`src/verilog/segment_lcd_pkg.sv`:
```
// Constants, level codes and the scan divider for the segment LCD driver
// ===========================================================================
// ===========================================================================
package segment_lcd_pkg;
	// Panel geometry
	localparam int SEGMENT_COUNT = 32;
	localparam int COMMON_COUNT = 4;
	localparam int NIBBLE_WIDTH = 4;
	localparam int POINTER_WIDTH = 6;
	localparam int LEVEL_WIDTH = 2;
	// Pointer fields
	localparam int POINTER_LOW_MSB = 3;
	localparam int POINTER_HIGH_LSB = 4;
	localparam logic [POINTER_WIDTH-1:0] POINTER_RESET = 6'h00;
	localparam logic [POINTER_WIDTH-1:0] LAST_ENTRY_ADDRESS = 6'h1F;
	localparam logic [NIBBLE_WIDTH-1:0] ENTRY_RESET = 4'h0;
	// Drive level codes, index into the four bias rails V0..V3
	localparam logic [1:0] LEVEL_V0 = 2'h0;
	localparam logic [1:0] LEVEL_V1 = 2'h1;
	localparam logic [1:0] LEVEL_V2 = 2'h2;
	localparam logic [1:0] LEVEL_V3 = 2'h3;
	// Divider select codes
	localparam logic [1:0] SELECT_DIV64 = 2'h0;
	localparam logic [1:0] SELECT_DIV128 = 2'h1;
	localparam logic [1:0] SELECT_DIV256 = 2'h2;
	localparam logic [1:0] SELECT_DIV512 = 2'h3;
	localparam int DIVIDER_WIDTH = 9;
	localparam logic [DIVIDER_WIDTH-1:0] DIV64_LAST = 9'h03F;
	localparam logic [DIVIDER_WIDTH-1:0] DIV128_LAST = 9'h07F;
	localparam logic [DIVIDER_WIDTH-1:0] DIV256_LAST = 9'h0FF;
	localparam logic [DIVIDER_WIDTH-1:0] DIV512_LAST = 9'h1FF;
	localparam logic [DIVIDER_WIDTH-1:0] DIVIDER_RESET = 9'h000;
	localparam logic [1:0] SLOT_RESET = 2'h0;
	localparam logic [1:0] SLOT_LAST = 2'h3;
endpackage

// ===========================================================================
// Alternating frequency divider: slow clock ticks in, one scan tick out
// ===========================================================================
module alternating_frequency_divider
	import segment_lcd_pkg::*;
(
	input wire logic i_clock,
	input wire logic i_rstn,
	input wire logic i_slow_tick,
	input wire logic [1:0] i_freq_select,
	output logic o_scan_tick
);
	logic [DIVIDER_WIDTH-1:0] count_reg; // Slow ticks seen in this period
	logic [DIVIDER_WIDTH-1:0] count_next;
	logic tick_reg; // Registered scan tick
	logic tick_next;
	logic [DIVIDER_WIDTH-1:0] last_count; // Terminal count for the ratio

	// Pick the terminal count from the two-bit select
	always_comb begin
		unique case (i_freq_select)
			SELECT_DIV64: last_count = DIV64_LAST;
			SELECT_DIV128: last_count = DIV128_LAST;
			SELECT_DIV256: last_count = DIV256_LAST;
			SELECT_DIV512: last_count = DIV512_LAST;
		endcase
	end

	// Count slow ticks, wrap and pulse at the terminal count
	always_comb begin
		count_next = count_reg;
		tick_next = 1'b0;
		if (i_slow_tick) begin
			if (count_reg >= last_count) begin
				// Also recovers when the ratio shrinks mid-period
				count_next = DIVIDER_RESET;
				tick_next = 1'b1;
			end else begin
				count_next = count_reg + 9'h001;
			end
		end
	end

	// Register divider state
	always_ff @(posedge i_clock) begin
		if (!i_rstn) begin
			count_reg <= DIVIDER_RESET;
			tick_reg <= 1'b0;
		end else begin
			count_reg <= count_next;
			tick_reg <= tick_next;
		end
	end

	assign o_scan_tick = tick_reg;
endmodule

```
`src/verilog/segment_lcd_driver.sv`:
```
// Segment LCD driver: pattern entries, pointer access and panel scan
module segment_lcd_driver
	import segment_lcd_pkg::*;
(
	input wire logic i_clock,
	input wire logic i_rstn,
	input wire logic i_slow_tick,
	input wire logic [1:0] i_freq_select,
	input wire logic i_hold,
	input wire logic i_display_on_instruction,
	input wire logic i_display_off_instruction,
	input wire logic i_load_pointer_low_part,
	input wire logic i_load_pointer_high_part,
	input wire logic i_write_entry,
	input wire logic i_read_entry,
	input wire logic [3:0] i_nibble,
	output logic [3:0] o_read_nibble,
	output logic o_read_valid,
	output logic [5:0] o_pattern_ram_pointer,
	output logic o_display_enabled,
	output logic o_frame_polarity,
	output logic [7:0] o_common_level,
	output logic [63:0] o_segment_level
);
	// ===========================================================================
	// Declarations
	// ===========================================================================
	// Pattern storage and its indirect pointer
	logic [NIBBLE_WIDTH-1:0] segment_pattern_ram [SEGMENT_COUNT]; // Pattern entries
	logic [POINTER_WIDTH-1:0] pointer_reg; // Indirect address pointer
	logic [POINTER_WIDTH-1:0] pointer_next;
	// Control and scan state
	logic display_reg; // Panel drive enabled
	logic display_next;
	logic [1:0] slot_reg; // Active common slot
	logic [1:0] slot_next;
	logic polarity_reg; // Frame inversion phase
	logic polarity_next;
	// Indirect read answer
	logic [3:0] read_nibble_reg; // Value returned by an indirect read
	logic [3:0] read_nibble_next;
	logic read_valid_reg; // One-cycle read answer marker
	logic read_valid_next;
	// Registered panel levels, two bits per line
	logic [7:0] common_reg; // Registered common drive levels
	logic [7:0] common_next;
	logic [63:0] segment_reg; // Registered segment drive levels
	logic [63:0] segment_next;
	// Divider output and pointer decode
	logic scan_tick; // One pulse per alternating frequency period
	logic pointer_in_range; // Pointer names a real entry
	logic [4:0] entry_index; // Low five pointer bits

	// ===========================================================================
	// Scan divider
	// ===========================================================================
	// Counts slow ticks and pulses once per alternating period
	alternating_frequency_divider u_divider (
		.i_clock(i_clock),
		.i_rstn(i_rstn),
		.i_slow_tick(i_slow_tick),
		.i_freq_select(i_freq_select),
		.o_scan_tick(scan_tick)
	);

	// ===========================================================================
	// Drive level functions
	// ===========================================================================
	// Level codes name the four bias rails. A dot sees the gap between its
	// common and its segment: a selected common against a lit segment spans
	// all three steps, every other pairing spans one step and stays dark.
	// The phase flips once per frame so no cell is left with a net DC bias.
	// Level for a common line in the current slot and phase
	function automatic logic [1:0] common_level(input logic selected, input logic phase);
		if (selected) begin
			common_level = phase ? LEVEL_V0 : LEVEL_V3;
		end else begin
			common_level = phase ? LEVEL_V2 : LEVEL_V1;
		end
	endfunction

	// Level for a segment line, lit means opposite of the selected common
	// An unlit segment sits one step from the selected common
	function automatic logic [1:0] segment_level(input logic lit, input logic phase);
		if (lit) begin
			segment_level = phase ? LEVEL_V3 : LEVEL_V0;
		end else begin
			segment_level = phase ? LEVEL_V1 : LEVEL_V2;
		end
	endfunction

	// ===========================================================================
	// Pointer and instruction decode
	// ===========================================================================
	// Pointers from 20h up name no entry; bit five alone marks them
	assign pointer_in_range = (pointer_reg <= LAST_ENTRY_ADDRESS);
	assign entry_index = pointer_reg[4:0];

	// Next pointer value from the two load instructions
	// Both loads may come in one cycle; each only touches its own bits
	always_comb begin
		pointer_next = pointer_reg;
		if (i_load_pointer_low_part) begin
			pointer_next[POINTER_LOW_MSB:0] = i_nibble;
		end
		if (i_load_pointer_high_part) begin
			// Upper two nibble bits have no pointer bits to land in
			pointer_next[POINTER_WIDTH-1:POINTER_HIGH_LSB] = i_nibble[1:0];
		end
	end

	// Indirect read returns the pointed entry one cycle later
	// The answer marker stands one cycle; the nibble holds until the next read
	always_comb begin
		read_nibble_next = read_nibble_reg;
		read_valid_next = 1'b0;
		if (i_read_entry) begin
			read_valid_next = 1'b1;
			// Addresses past the last entry read as zero
			read_nibble_next = pointer_in_range ? segment_pattern_ram[entry_index]
				: ENTRY_RESET;
		end
	end

	// Display on and off; hold does not stop the panel
	// Hold is not read on purpose: the panel keeps scanning while the core sleeps
	always_comb begin
		display_next = display_reg;
		if (i_display_off_instruction) begin
			display_next = 1'b0;
		end else if (i_display_on_instruction) begin
			display_next = 1'b1;
		end
	end

	// ===========================================================================
	// Pattern storage
	// ===========================================================================
	// Indirect write; out of range pointer writes are dropped
	// A load in the same cycle only moves the pointer after this write
	always_ff @(posedge i_clock) begin
		if (!i_rstn) begin
			for (int k = 0; k < SEGMENT_COUNT; k++) begin
				segment_pattern_ram[k] <= ENTRY_RESET;
			end
		end else if (i_write_entry && pointer_in_range) begin
			segment_pattern_ram[entry_index] <= i_nibble;
		end
	end

	// ===========================================================================
	// Scan sequencing
	// ===========================================================================
	// Step the common slot per scan tick, flip polarity per frame
	// Slot and phase run even while the display is off, so switching on
	// resumes mid-frame with a consistent phase
	always_comb begin
		slot_next = slot_reg;
		polarity_next = polarity_reg;
		if (scan_tick) begin
			slot_next = slot_reg + 2'h1;
			if (slot_reg == SLOT_LAST) begin
				polarity_next = ~polarity_reg;
			end
		end
	end

	// Drive levels for the panel from the entries and the slot
	always_comb begin
		common_next = '0;
		segment_next = '0;
		if (display_reg) begin
			// Common n is selected in slot n
			for (int n = 0; n < COMMON_COUNT; n++) begin
				common_next[n*LEVEL_WIDTH +: LEVEL_WIDTH] =
					common_level(slot_reg == n[1:0], polarity_reg);
			end
			// Entry k bit n lights segment k in slot n
			for (int k = 0; k < SEGMENT_COUNT; k++) begin
				segment_next[k*LEVEL_WIDTH +: LEVEL_WIDTH] =
					segment_level(segment_pattern_ram[k][slot_reg], polarity_reg);
			end
		end
		// When off, every line rests at V0 so no dot sees a voltage
	end

	// ===========================================================================
	// State registers
	// ===========================================================================
	// Register control state and outputs
	// Reset is synchronous; every register clears on a rising clock edge while i_rstn is low
	always_ff @(posedge i_clock) begin
		if (!i_rstn) begin
			pointer_reg <= POINTER_RESET;
			display_reg <= 1'b0;
			slot_reg <= SLOT_RESET;
			polarity_reg <= 1'b0;
			read_nibble_reg <= ENTRY_RESET;
			read_valid_reg <= 1'b0;
			common_reg <= '0;
			segment_reg <= '0;
		end else begin
			pointer_reg <= pointer_next;
			display_reg <= display_next;
			slot_reg <= slot_next;
			polarity_reg <= polarity_next;
			read_nibble_reg <= read_nibble_next;
			read_valid_reg <= read_valid_next;
			common_reg <= common_next;
			segment_reg <= segment_next;
		end
	end

	// Outputs straight from flip-flops
	// Panel levels trail the slot and display registers by one edge
	assign o_read_nibble = read_nibble_reg;
	assign o_read_valid = read_valid_reg;
	assign o_pattern_ram_pointer = pointer_reg;
	assign o_display_enabled = display_reg;
	assign o_frame_polarity = polarity_reg;
	assign o_common_level = common_reg;
	assign o_segment_level = segment_reg;
endmodule

```
`config.mk`:
```
export PLATFORM = sky130hd
export DESIGN_NAME = segment_lcd_driver
export DESIGN_NICKNAME = d
export VERILOG_FILES = /design/src/verilog/segment_lcd_pkg.sv /design/src/verilog/segment_lcd_driver.sv
export SDC_FILE = /design/constraint.sdc
export NUM_CORES = 1
export LEC_CHECK = 0
export BUFFER_PORTS_ARGS = -buffer_cell sky130_fd_sc_hd__buf_2
export CAP_MARGIN = 20
export CORE_ASPECT_RATIO = 0.8
export CORE_MARGIN = 5
export CORE_UTILIZATION = 51
export DETAILED_ROUTE_END_ITERATION = 12
export PLACE_DENSITY_LB_ADDON = 0.08
export SLEW_MARGIN = 20
export SYNTH_ARGS = -nofsm -noshare
export SYNTH_HDL_FRONTEND = slang
export SYNTH_SLANG_ARGS = --single-unit
```
`constraint.sdc`:
```
create_clock -name i_clock -period 2.1 [get_ports i_clock]
set_clock_uncertainty 0.15 [all_clocks]
set_input_delay 0.105 -clock i_clock [delete_from_list [all_inputs] [get_ports i_clock]]
set_output_delay 0.105 -clock i_clock [all_outputs]
set_load 0.005 [all_outputs]
```
* Word level (Yosys, flattened, before mapping) *
Memories as Yosys holds them, arrays and structs flattened.
Cells that the tools add are included.

cells by class
  add/subtract/negate cells = 2
  order comparisons = 3
  equal/unequal tests = 6
  mux-type cells = 116
  bitwise gates (word level) = 2
  reductions and logical operators = 8

operator list
  cell                                                 number
  2-to-1 mux 2 bit                                     40
  binary-select mux 1 bit (select 2 bit)               32
  2-to-1 mux 1 bit                                     39
  one-hot mux 9 bit (4 select lines)                   1
  adder 9 x 1 -> 9 bit, second input constant          1
  greater-or-equal comparator 9 bit                    1
  2-to-1 mux 9 bit                                     1
  == test 2 bit, second input constant                 4
  2-to-1 mux 4 bit                                     2
  <= comparator 6 x 5 -> 1 bit, second input constant  1
  AND reduction 2 bit                                  3
  2-to-1 mux 5 bit                                     1
  == test 2 x 1 -> 1 bit, second input constant        2
  zero test 2 bit                                      2
  OR reduction 4 bit                                   1
  < comparator 2 x 3 -> 1 bit, second input constant   1
  adder 2 x 1 -> 2 bit, second input constant          1
  inverter 1 bit                                       2
  OR reduction 2 bit                                   1
  logical AND 1 bit                                    1

storage, ports and cells
  register bits = 97
  memory bits (writable) = 128
  input bits = 16
  output and inout port bits = 85
  word-level logic and storage cells = 149
  memories = 1

memories
  name                 depth  bits a word  rd ports  clocked after memory_dff  write ports  line                      text
  segment_pattern_ram  32     4            33        0                         32           segment_lcd_driver.sv:29  logic [NIBBLE_WIDTH-1:0] segment_pattern_ram [SEGMENT_COUNT];

* Longest topological paths before layout *
Gate-level depths: netlist of run 1.

  depth in word-level cells = 7
  mapped depth = 8
  mapped depth without buffers = 7

* Cells and area by module *
From an unflattened synthesis of run 1, not the netlist that was laid out.

unflattened totals
  cell total of the unflattened synthesis = 824
  area total of the unflattened synthesis = 9913.3 sq um

by module, submodules not included
  module                         instances  cells each  area an instance (sq um)  sequential area each (sq um)
  segment_lcd_driver             1          767         9362.7                    4964.8
  alternating_frequency_divider  1          57          550.5                     200.2

* Worst setup path before layout of run 1 *
No wires, ideal clock.

  path type = reg2reg
  start point = register pointer_reg[2], in the netlist o_pattern_ram_pointer[2]
  end point = memory segment_pattern_ram[31][0] (enable)
  setup time = 0.361 ns
  arrival time = 1.475 ns
  required time = 1.589 ns
  setup slack = 0.114 ns
  stages on the path, launching flop included = 6
  path buffers = 3
  clock period less this slack = 1.986 ns
  cells stage by stage = dfxtp_1 -> buf_2 -> buf_2 -> buf_2 -> nand3_1 -> o21ai_0

RTL lines
  what                    line                       text
  from (decl)             segment_lcd_driver.sv:30   logic [POINTER_WIDTH-1:0] pointer_reg;
  from (signal assigned)  segment_lcd_driver.sv:203  pointer_reg <= pointer_next;
  to (decl)               segment_lcd_driver.sv:29

* Worst setup path after layout of run 1 *
  start point = register pointer_reg[1], in the netlist o_pattern_ram_pointer[1]
  end point = register read_nibble_reg[0], in the netlist o_read_nibble[0]

on the way
  cells in the longest elaborated chain, start to end = 2
  elaborated cells on any way between the ends = 3
  classes of those cells = 1 x order compare; 1 x mux; 1 x memory

RTL lines
  what                                                                        line                       text
  memory (32 x 4 bit) / <= comparator 6 x 5 -> 1 bit (equally long branches)  -
  2-to-1 mux 4 bit (*)                                                        segment_lcd_driver.sv:120  read_nibble_next = pointer_in_range ? segment_pattern_ram[entry_index]
  to (signal assigned)                                                        segment_lcd_driver.sv:207  read_nibble_reg <= read_nibble_next;
  to (decl)                                                                   segment_lcd_driver.sv:40   logic [3:0] read_nibble_reg;

Every way passes the cells marked *; elsewhere a longest branch is shown, timed or not.
A chain may end at the register's enable or synchronous reset.

==> metrics.md, run 1 <==
| Metric | Value |
|---|---|
| Startpoint Class | register |
| WS Path Type | register to register |
| Syn. warnings | 0 |
| Mapped Cells | 822 |
| Syn_area_per_cell | about 12 um^2 |
| First DRT Iteration DRCs | between 600 and 700 |
| Drt wl/cell | 20.35 um |
| Met3 Use GR | 4.578% |
| Antenna violations before repair | 0 |
| Vias per cell | roughly 5.6 |
| Setup violators final | 1 |
| Post-Place Worst Slack | -86.57 ps |
| Antenna Cells | 0 |
| Grt total ovfl | 0 |
| Worst Tran Pin Value | about 800 ps |
| Inserted Clock Buffers | 17 |
| Overall die area | 22140 um^2 |
| Final HPWL DP | 16.63 mm |
| Fmax | around 0.47 GHz |
| Crit end category | register |
| Number of routed nets with antenna violations | 0 |
| Max Slew Vio Count | 0 |
| Area leader, netlist | edfxtp_1 |
| DRC | 0 |
| Area contributors post-synth | edfxtp_1 39%, dfxtp_1 13%, mux2i_1 7.3% |
| Max IR drop VDD | approximately 0.00046 V |
| Global-route usage over all layers | 22.05% |
| Final period util | 101.4% |
| GRT Max-Usage Layer | met2 |
| Crit path arrival time | approximately 2300 ps |
| Slowest CP cell | dfxtp_4 |
| Post-synth EDFFs | approximately 130 |
| Post-synthesis register bit count | 194 |
| Mapped Nets | ~850 |
| CORE AREA | about 19000 um^2 |
| Overall die height | between 100 and 150 um |
| Layout Cells excl Fill | ~1200 |
| Critical Path Fanout Max | 12 |
| Met2 GRT Util | between 30% and 40% |
| Worst path cell trace | buf_4 -> mux2i_2 -> o22ai_1 -> nor4_1 -> buf_4 -> nand2_1 -> a32o_1 |
| TritonCTS clock tree | yes |
| Top cell type's share of synthesized area | about two fifths |
| Cell count after placement | around 1100 |
| Final hold violation count | 0 |
| Largest net degree at the start of global routing | 43 |
| First-pass DRT Iterations | 7 |
| H-tree depth | 4 |
| First-pass GRT wire length | roughly 37 mm |
| LEAKAGE | roughly 4.5 nW |
| Distinct cells, synth | 41 |
| Cell Area, Synth | approximately 9800 um^2 |
| Post-synthesis async set-or-reset flop share | 0% |
| Worst-path clk slew | about 70 ps |
| Met1 GRT Util | between 30% and 40% |
| Failing checks | setup timing |
| Row cnt | 45 |
| Max FFs per register | 128 |
| Fin nets | approximately 950 |
| Die Wd | 165.1 um |
| Share of layout cells above drive strength 1 | between 20% and 30% |
| Worst path max stage delay | 400 ps |
| Min cycle time layout | roughly 2100 ps |
| Most frequent cells after synthesis | 128 x edfxtp_1, 112 x and2_1, 86 x nor2_1 |
| Area delta synth->final | 16.03% |
| Crit path max-delay family | buffers and inverters |
| Vias in the first global route | approximately 6700 |
| Starting density of the core | between 50% and 60% |
| Unrepaired setup endpoints after global routing | yes |
| Most numerous cell in the Yosys netlist | edfxtp_1 |
| Max cap viols | 0 |
| PwrDens | 717.3 nW/um^2 |
| Status | finished, violations left |
| Max-slew headroom | between 40 and 50% |
| Min-delay worst type | primary input to register |
| Seq/Total Area, Yosys | 52.63% |
| IO Pins | 101 |
| Port Buffers | 99 |
| Clock buffer depth | 2 |
| Worst skew pair latency | about 430 ps |
| CP dominant cell by count | buf_4 |
| Final Hold Slack | roughly 130 ps |
| Vias post-DR | ~6700 |
| Final setup slack of the worst path | -29.61 ps |
| Clk root buf | clkbuf_16 |
| Final wirelength | 24.10 mm |
| GPL Wtd Cong | around 0.88 |
| Post-synth top flop | edfxtp_1 |
| # clock sinks | ~190 |
| Buf+Inv Stages, Crit Path | 2 |
| Worst EP required | approximately 2300 ps |
==> cell families after synthesis <==
logic type | after synthesis | share of synthesized area (%)
buffers and inverters | 98 | 5.775
DFF | 194 | 52.63
xor gates and xnor gates | 42 | 3.748
AOI/OAI and AO/OA | 63 | 3.850
adders and majority gates | 16 | 2.040
and+or+nand+nor | 305 | 17.27
muxes | 104 | 14.69
==> placed cells by master, fill, tap and decap left out, types with 3 or more instances in the layout <==
cell,netlist,routed
ha_1,16,16
clkbuf_16,0,21
nor2_2,4,4
nand2_1,23,23
buf_12,0,7
mux2i_2,0,5
nor4_2,0,4
xor2_1,6,6
o21ai_2,0,6
and2_1,112,112
mux2i_1,72,66
nand4bb_1,6,6
o21ai_0,9,4
inv_1,9,9
nor2_1,86,86
edfxtp_1,128,128
or4b_1,4,4
nand4_1,4,4
inv_6,0,3
dfxtp_1,66,61
dfxtp_2,0,4
nor2b_1,3,3
and3_1,22,22
o22ai_1,32,31
dlygate4sd3_1,0,6
xnor2_1,36,36
o21ai_1,15,14
nand3_1,5,5
nor4_1,9,5
nand2b_1,7,6
a32o_1,4,4
mux4_2,32,32
buf_4,35,47
nor3_1,8,8
nand4b_1,4,4
buf_2,18,99
==> final cells by class <==
| class | count | area [um^2] |
|---|---|---|
| Clock inverter | 8 | 60.06 |
| Timing Repair Buffer | 161 | 1101 |
| Clock buffer | 23 | 521.8 |
| Tap cell | 258 | 322.8 |
| Sequential cell | 194 | 5174 |
| Multi-Input combinational cell | 530 | 4170 |
| Inverter | 10 | 37.54 |
| Fill cell | 1575 | 7587 |
==> where the power goes <==
part | switching, W | internal (W) | total, W
Sequential | 0.0000900 | 0.00419 | 0.00428
Combinational | 0.000390 | 0.000294 | 0.000684
Clock | 0.00143 | 0.00177 | 0.00320
Total | 0.00191 | 0.00625 | 0.00817
==> worst paths after layout <==
path / startpoint / endpoint / cells after the start / slack [ps]
max: o_pattern_ram_pointer[1] / o_read_nibble[0] / 7 / -30
min: i_rstn / o_common_level[1] / 3 / 130
max reg2reg: o_pattern_ram_pointer[1] / o_read_nibble[0] / 7 / -30
min reg2reg: u_divider.count_reg[8] / u_divider.count_reg[8] / 2 / 400
==> worst reg2reg max path, delay by kind of cell, from the launching register on <==
kind | cells | cell delay, ps
AO/OA/AOI/OAI | 2 | 350
buffers and inverters | 2 | 430
flip-flops | 1 | 400
multiplexers | 1 | 310
AND/OR/NAND/NOR | 2 | 390
==> stage by stage <==
step	area (um^2)	util, %	power, W	setup TNS [ps]
after floorplan	9814	-	0.004727	0
after global placement	10610	55.90	0.004978	0
after detailed placement	10610	55.90	0.005000	-224.5
after CTS	11280	59.45	0.008164	-3.602
after global routing	11390	60.01	0.008440	-139.2
final	11390	60.01	0.008168	-29.61
==> metal layers <==
metal  routed length [um]  share of wire (%)  vias up
met2                11160                 46      231
met1                10800                 45     3331
met5                    0                  0        -
met3                 1814                7.5       23
met4                  321                1.3        0
li1                     -                  -     3101
==> timing repair <==
item / in CTS / in global routing
setup endpoints to repair: 20 / 40
setup buffers: 0 / 2
hold buffers: 6 / 0
endpoints found under the hold margin: 13 / 0
resized for setup: 11 / 18
pin swaps: 0 / 0
cloned: 0 / 1
Power figures use the tool's default switching activity.
==> run 2, diff against run 1 <==
--- a/config.mk
+++ b/config.mk
@@ -11,6 +11,7 @@
 export CORE_MARGIN = 5
 export CORE_UTILIZATION = 51
 export DETAILED_ROUTE_END_ITERATION = 12
+export MAX_ROUTING_LAYER = met4
 export PLACE_DENSITY_LB_ADDON = 0.08
 export SLEW_MARGIN = 20
 export SYNTH_ARGS = -nofsm -noshare
==> run 2 against run 1 <==
The flow still finishes with violations (setup timing). Via count grew 0.40%. Wire length about the same. Critical path depth did not move. Die area did not move. Sequential power about the same. First-iteration DRC count is 7.2% lower. Count of clock-buffer cells in the layout did not move. Largest power group unchanged. Highest routed layer unchanged.
==> metrics.md, run 2 (synthesized netlist as in run 1, its figures left out) <==
| Metric | Value |
|---|---|
| Clock buffer depth | 2 (unchanged) |
| # clock sinks | 194 (unchanged) |
| Failing checks | setup timing (unchanged) |
| GPL Wtd Cong | 0.8961 (was 0.8815) |
| Antenna Cells | 0 (unchanged) |
| Post-Layout Inst Area | 11380 um^2 (was 11390 um^2) |
| Inserted Clock Buffers | 17 (unchanged) |
| Critical Path Fanout Max | 12 (unchanged) |
| Row cnt | 45 (unchanged) |
| Min-delay worst type | primary input to register (unchanged) |
| Vias in the first global route | 6641 (was 6666) |
| Most common cell after layout, fill and taps aside | edfxtp_1 (unchanged) |
| Port Buffers | 99 (unchanged) |
| Crit end category | register (unchanged) |
| Grt total ovfl | 0 (unchanged) |
| FILL cells | 1575 (unchanged) |
| CORE AREA | 18970 um^2 (unchanged) |
| H-tree depth | 4 (unchanged) |
| PwrDens | 716.6 nW/um^2 (was 717.3 nW/um^2) |
| Die Wd | 165.1 um (unchanged) |
| Most frequent cells in the layout | 128 x edfxtp_1, 112 x and2_1, 99 x buf_2 (unchanged) |
| Max Slew Vio Count | 0 (unchanged) |
| Unrepaired setup endpoints after global routing | yes (unchanged) |
| Placed cell area | 10610 um^2 (unchanged) |
| Final HPWL DP | 16.63 mm (unchanged) |
| First DRT Iteration DRCs | 565 (was 609) |
| LEAKAGE | 4.478 nW (was 4.479 nW) |
| Design Power | 0.008158 W (was 0.008168 W) |
| Share of layout cells above drive strength 1 | 26.67% (was 26.78%) |
| Worst EP required | 2270 ps (about the same) |
| Max-slew headroom | 47.15% (was 46.47%) |
| DRC | 0 (unchanged) |
| Post-Place Worst Slack | -86.57 ps (unchanged) |
| First-pass DRT Iterations | 5 (was 7) |
| Final wirelength | 24.10 mm (about the same) |
| Final Hold Slack | 125.6 ps (was 129.6 ps) |
| TritonCTS clock tree | yes (unchanged) |
| Max FFs per register | 128 (unchanged) |
| Worst Tran Pin Value | 792.7 ps (was 803.0 ps) |
| WS Path Type | register to register (unchanged) |
| Worst-path clk slew | 70 ps (about the same) |
| Max cap viols | 0 (unchanged) |
| Final setup slack of the worst path | -42.81 ps (was -29.61 ps) |
| Number of routed nets with antenna violations | 0 (unchanged) |
| Final period util | 102.0% (was 101.4%) |
| Antenna violations before repair | 0 (unchanged) |
| Vias per cell | 5.670 (was 5.647) |
| Startpoint Class | register (unchanged) |
| Fmax | 0.4667 GHz (was 0.4696 GHz) |
| Final hold violation count | 0 (unchanged) |
| Clk root buf | clkbuf_16 (unchanged) |
| Overall die area | 22140 um^2 (unchanged) |
| Global-route usage over all layers | 22.70% (was 22.05%) |
| First-pass GRT wire length | 36.87 mm (was 36.82 mm) |
| Setup violators final | 1 (unchanged) |
| Drt wl/cell | 20.35 um (about the same) |
| Worst skew pair latency | 430 ps (about the same) |
| Vias post-DR | 6713 (was 6686) |
| Max IR drop VDD | 0.0004573 V (was 0.0004557 V) |
| Crit path arrival time | 2310 ps (was 2300 ps) |
| Largest net degree at the start of global routing | 43 (unchanged) |
| Min cycle time layout | 2143 ps (was 2130 ps) |
| IO Pins | 101 (unchanged) |
| Fin nets | 946 (unchanged) |
| Area delta synth->final | 15.99% (was 16.03%) |
| Starting density of the core | 51.72% (unchanged) |
| Status | finished, violations left (unchanged) |
| Overall die height | 134.1 um (unchanged) |
## run 2: worst max-delay path, stage by stage (launching register included)
cell	delay, ps
dfxtp_4	390
buf_4	250
mux2i_1	340
o22ai_1	150
nor4_1	300
buf_4	180
nand2_1	50
a32o_1	220
## run 2: where the power goes
part | leakage (nW) | internal (W) | switching (W)
combinational | 2.33 | 0.000293 | 0.000389
clock | 0.288 | 0.00177 | 0.00143
sequential | 1.86 | 0.00419 | 0.0000899
total | 4.48 | 0.00625 | 0.00190
## run 2: metrics by stage
step	TNS, ps	cells	util (%)
floorplan	0	822	-
global route	-159.1	1184	59.99
finish	-42.81	1184	59.99
detailed placement	-224.5	1144	55.90
global placement	0	1144	55.90
CTS	-3.602	1181	59.45
## run 2: worst paths after layout
| kind | from | endpoint | depth (start not counted) | slack (ps) |
|---|---|---|---|---|
| max reg2reg | o_pattern_ram_pointer[1] | o_read_nibble[0] | 7 | -40 |
| max | o_pattern_ram_pointer[1] | o_read_nibble[0] | 7 | -40 |
| min reg2reg | u_divider.count_reg[8] | u_divider.count_reg[8] | 2 | 400 |
| min | i_rstn | o_common_level[1] | 3 | 130 |
## run 2: timing repair
action | CTS | global route
hold endpoints to repair | 13 | 0
hold buffers | 6 | 0
buffers inserted | 0 | 2
pin swaps | 0 | 0
resized for setup | 11 | 17
endpoints found under the setup margin | 20 | 36
cloned | 0 | 1
## run 2: layout make-up
cell class              instances  area [um^2]  area share [%]
flip-flops and latches        194         5174           45.45
well taps                     258        322.8           2.836
clock inverters                 8        60.06          0.5276
inverters                      10        37.54          0.3297
multi-input cells             530         4167           36.60
repair buffers                161         1101           9.673
clock buffers                  23        521.8           4.583
## run 2: routing by layer
| layer | vias up | track usage (%) | routed length [um] |
|---|---|---|---|
| met5 | - | - | 0 |
| met4 | 0 | 6.236 | 326 |
| met3 | 24 | 4.485 | 1927 |
| met2 | 253 | 35.40 | 11170 |
| met1 | 3330 | 30.54 | 10670 |
| li1 | 3106 | - | - |
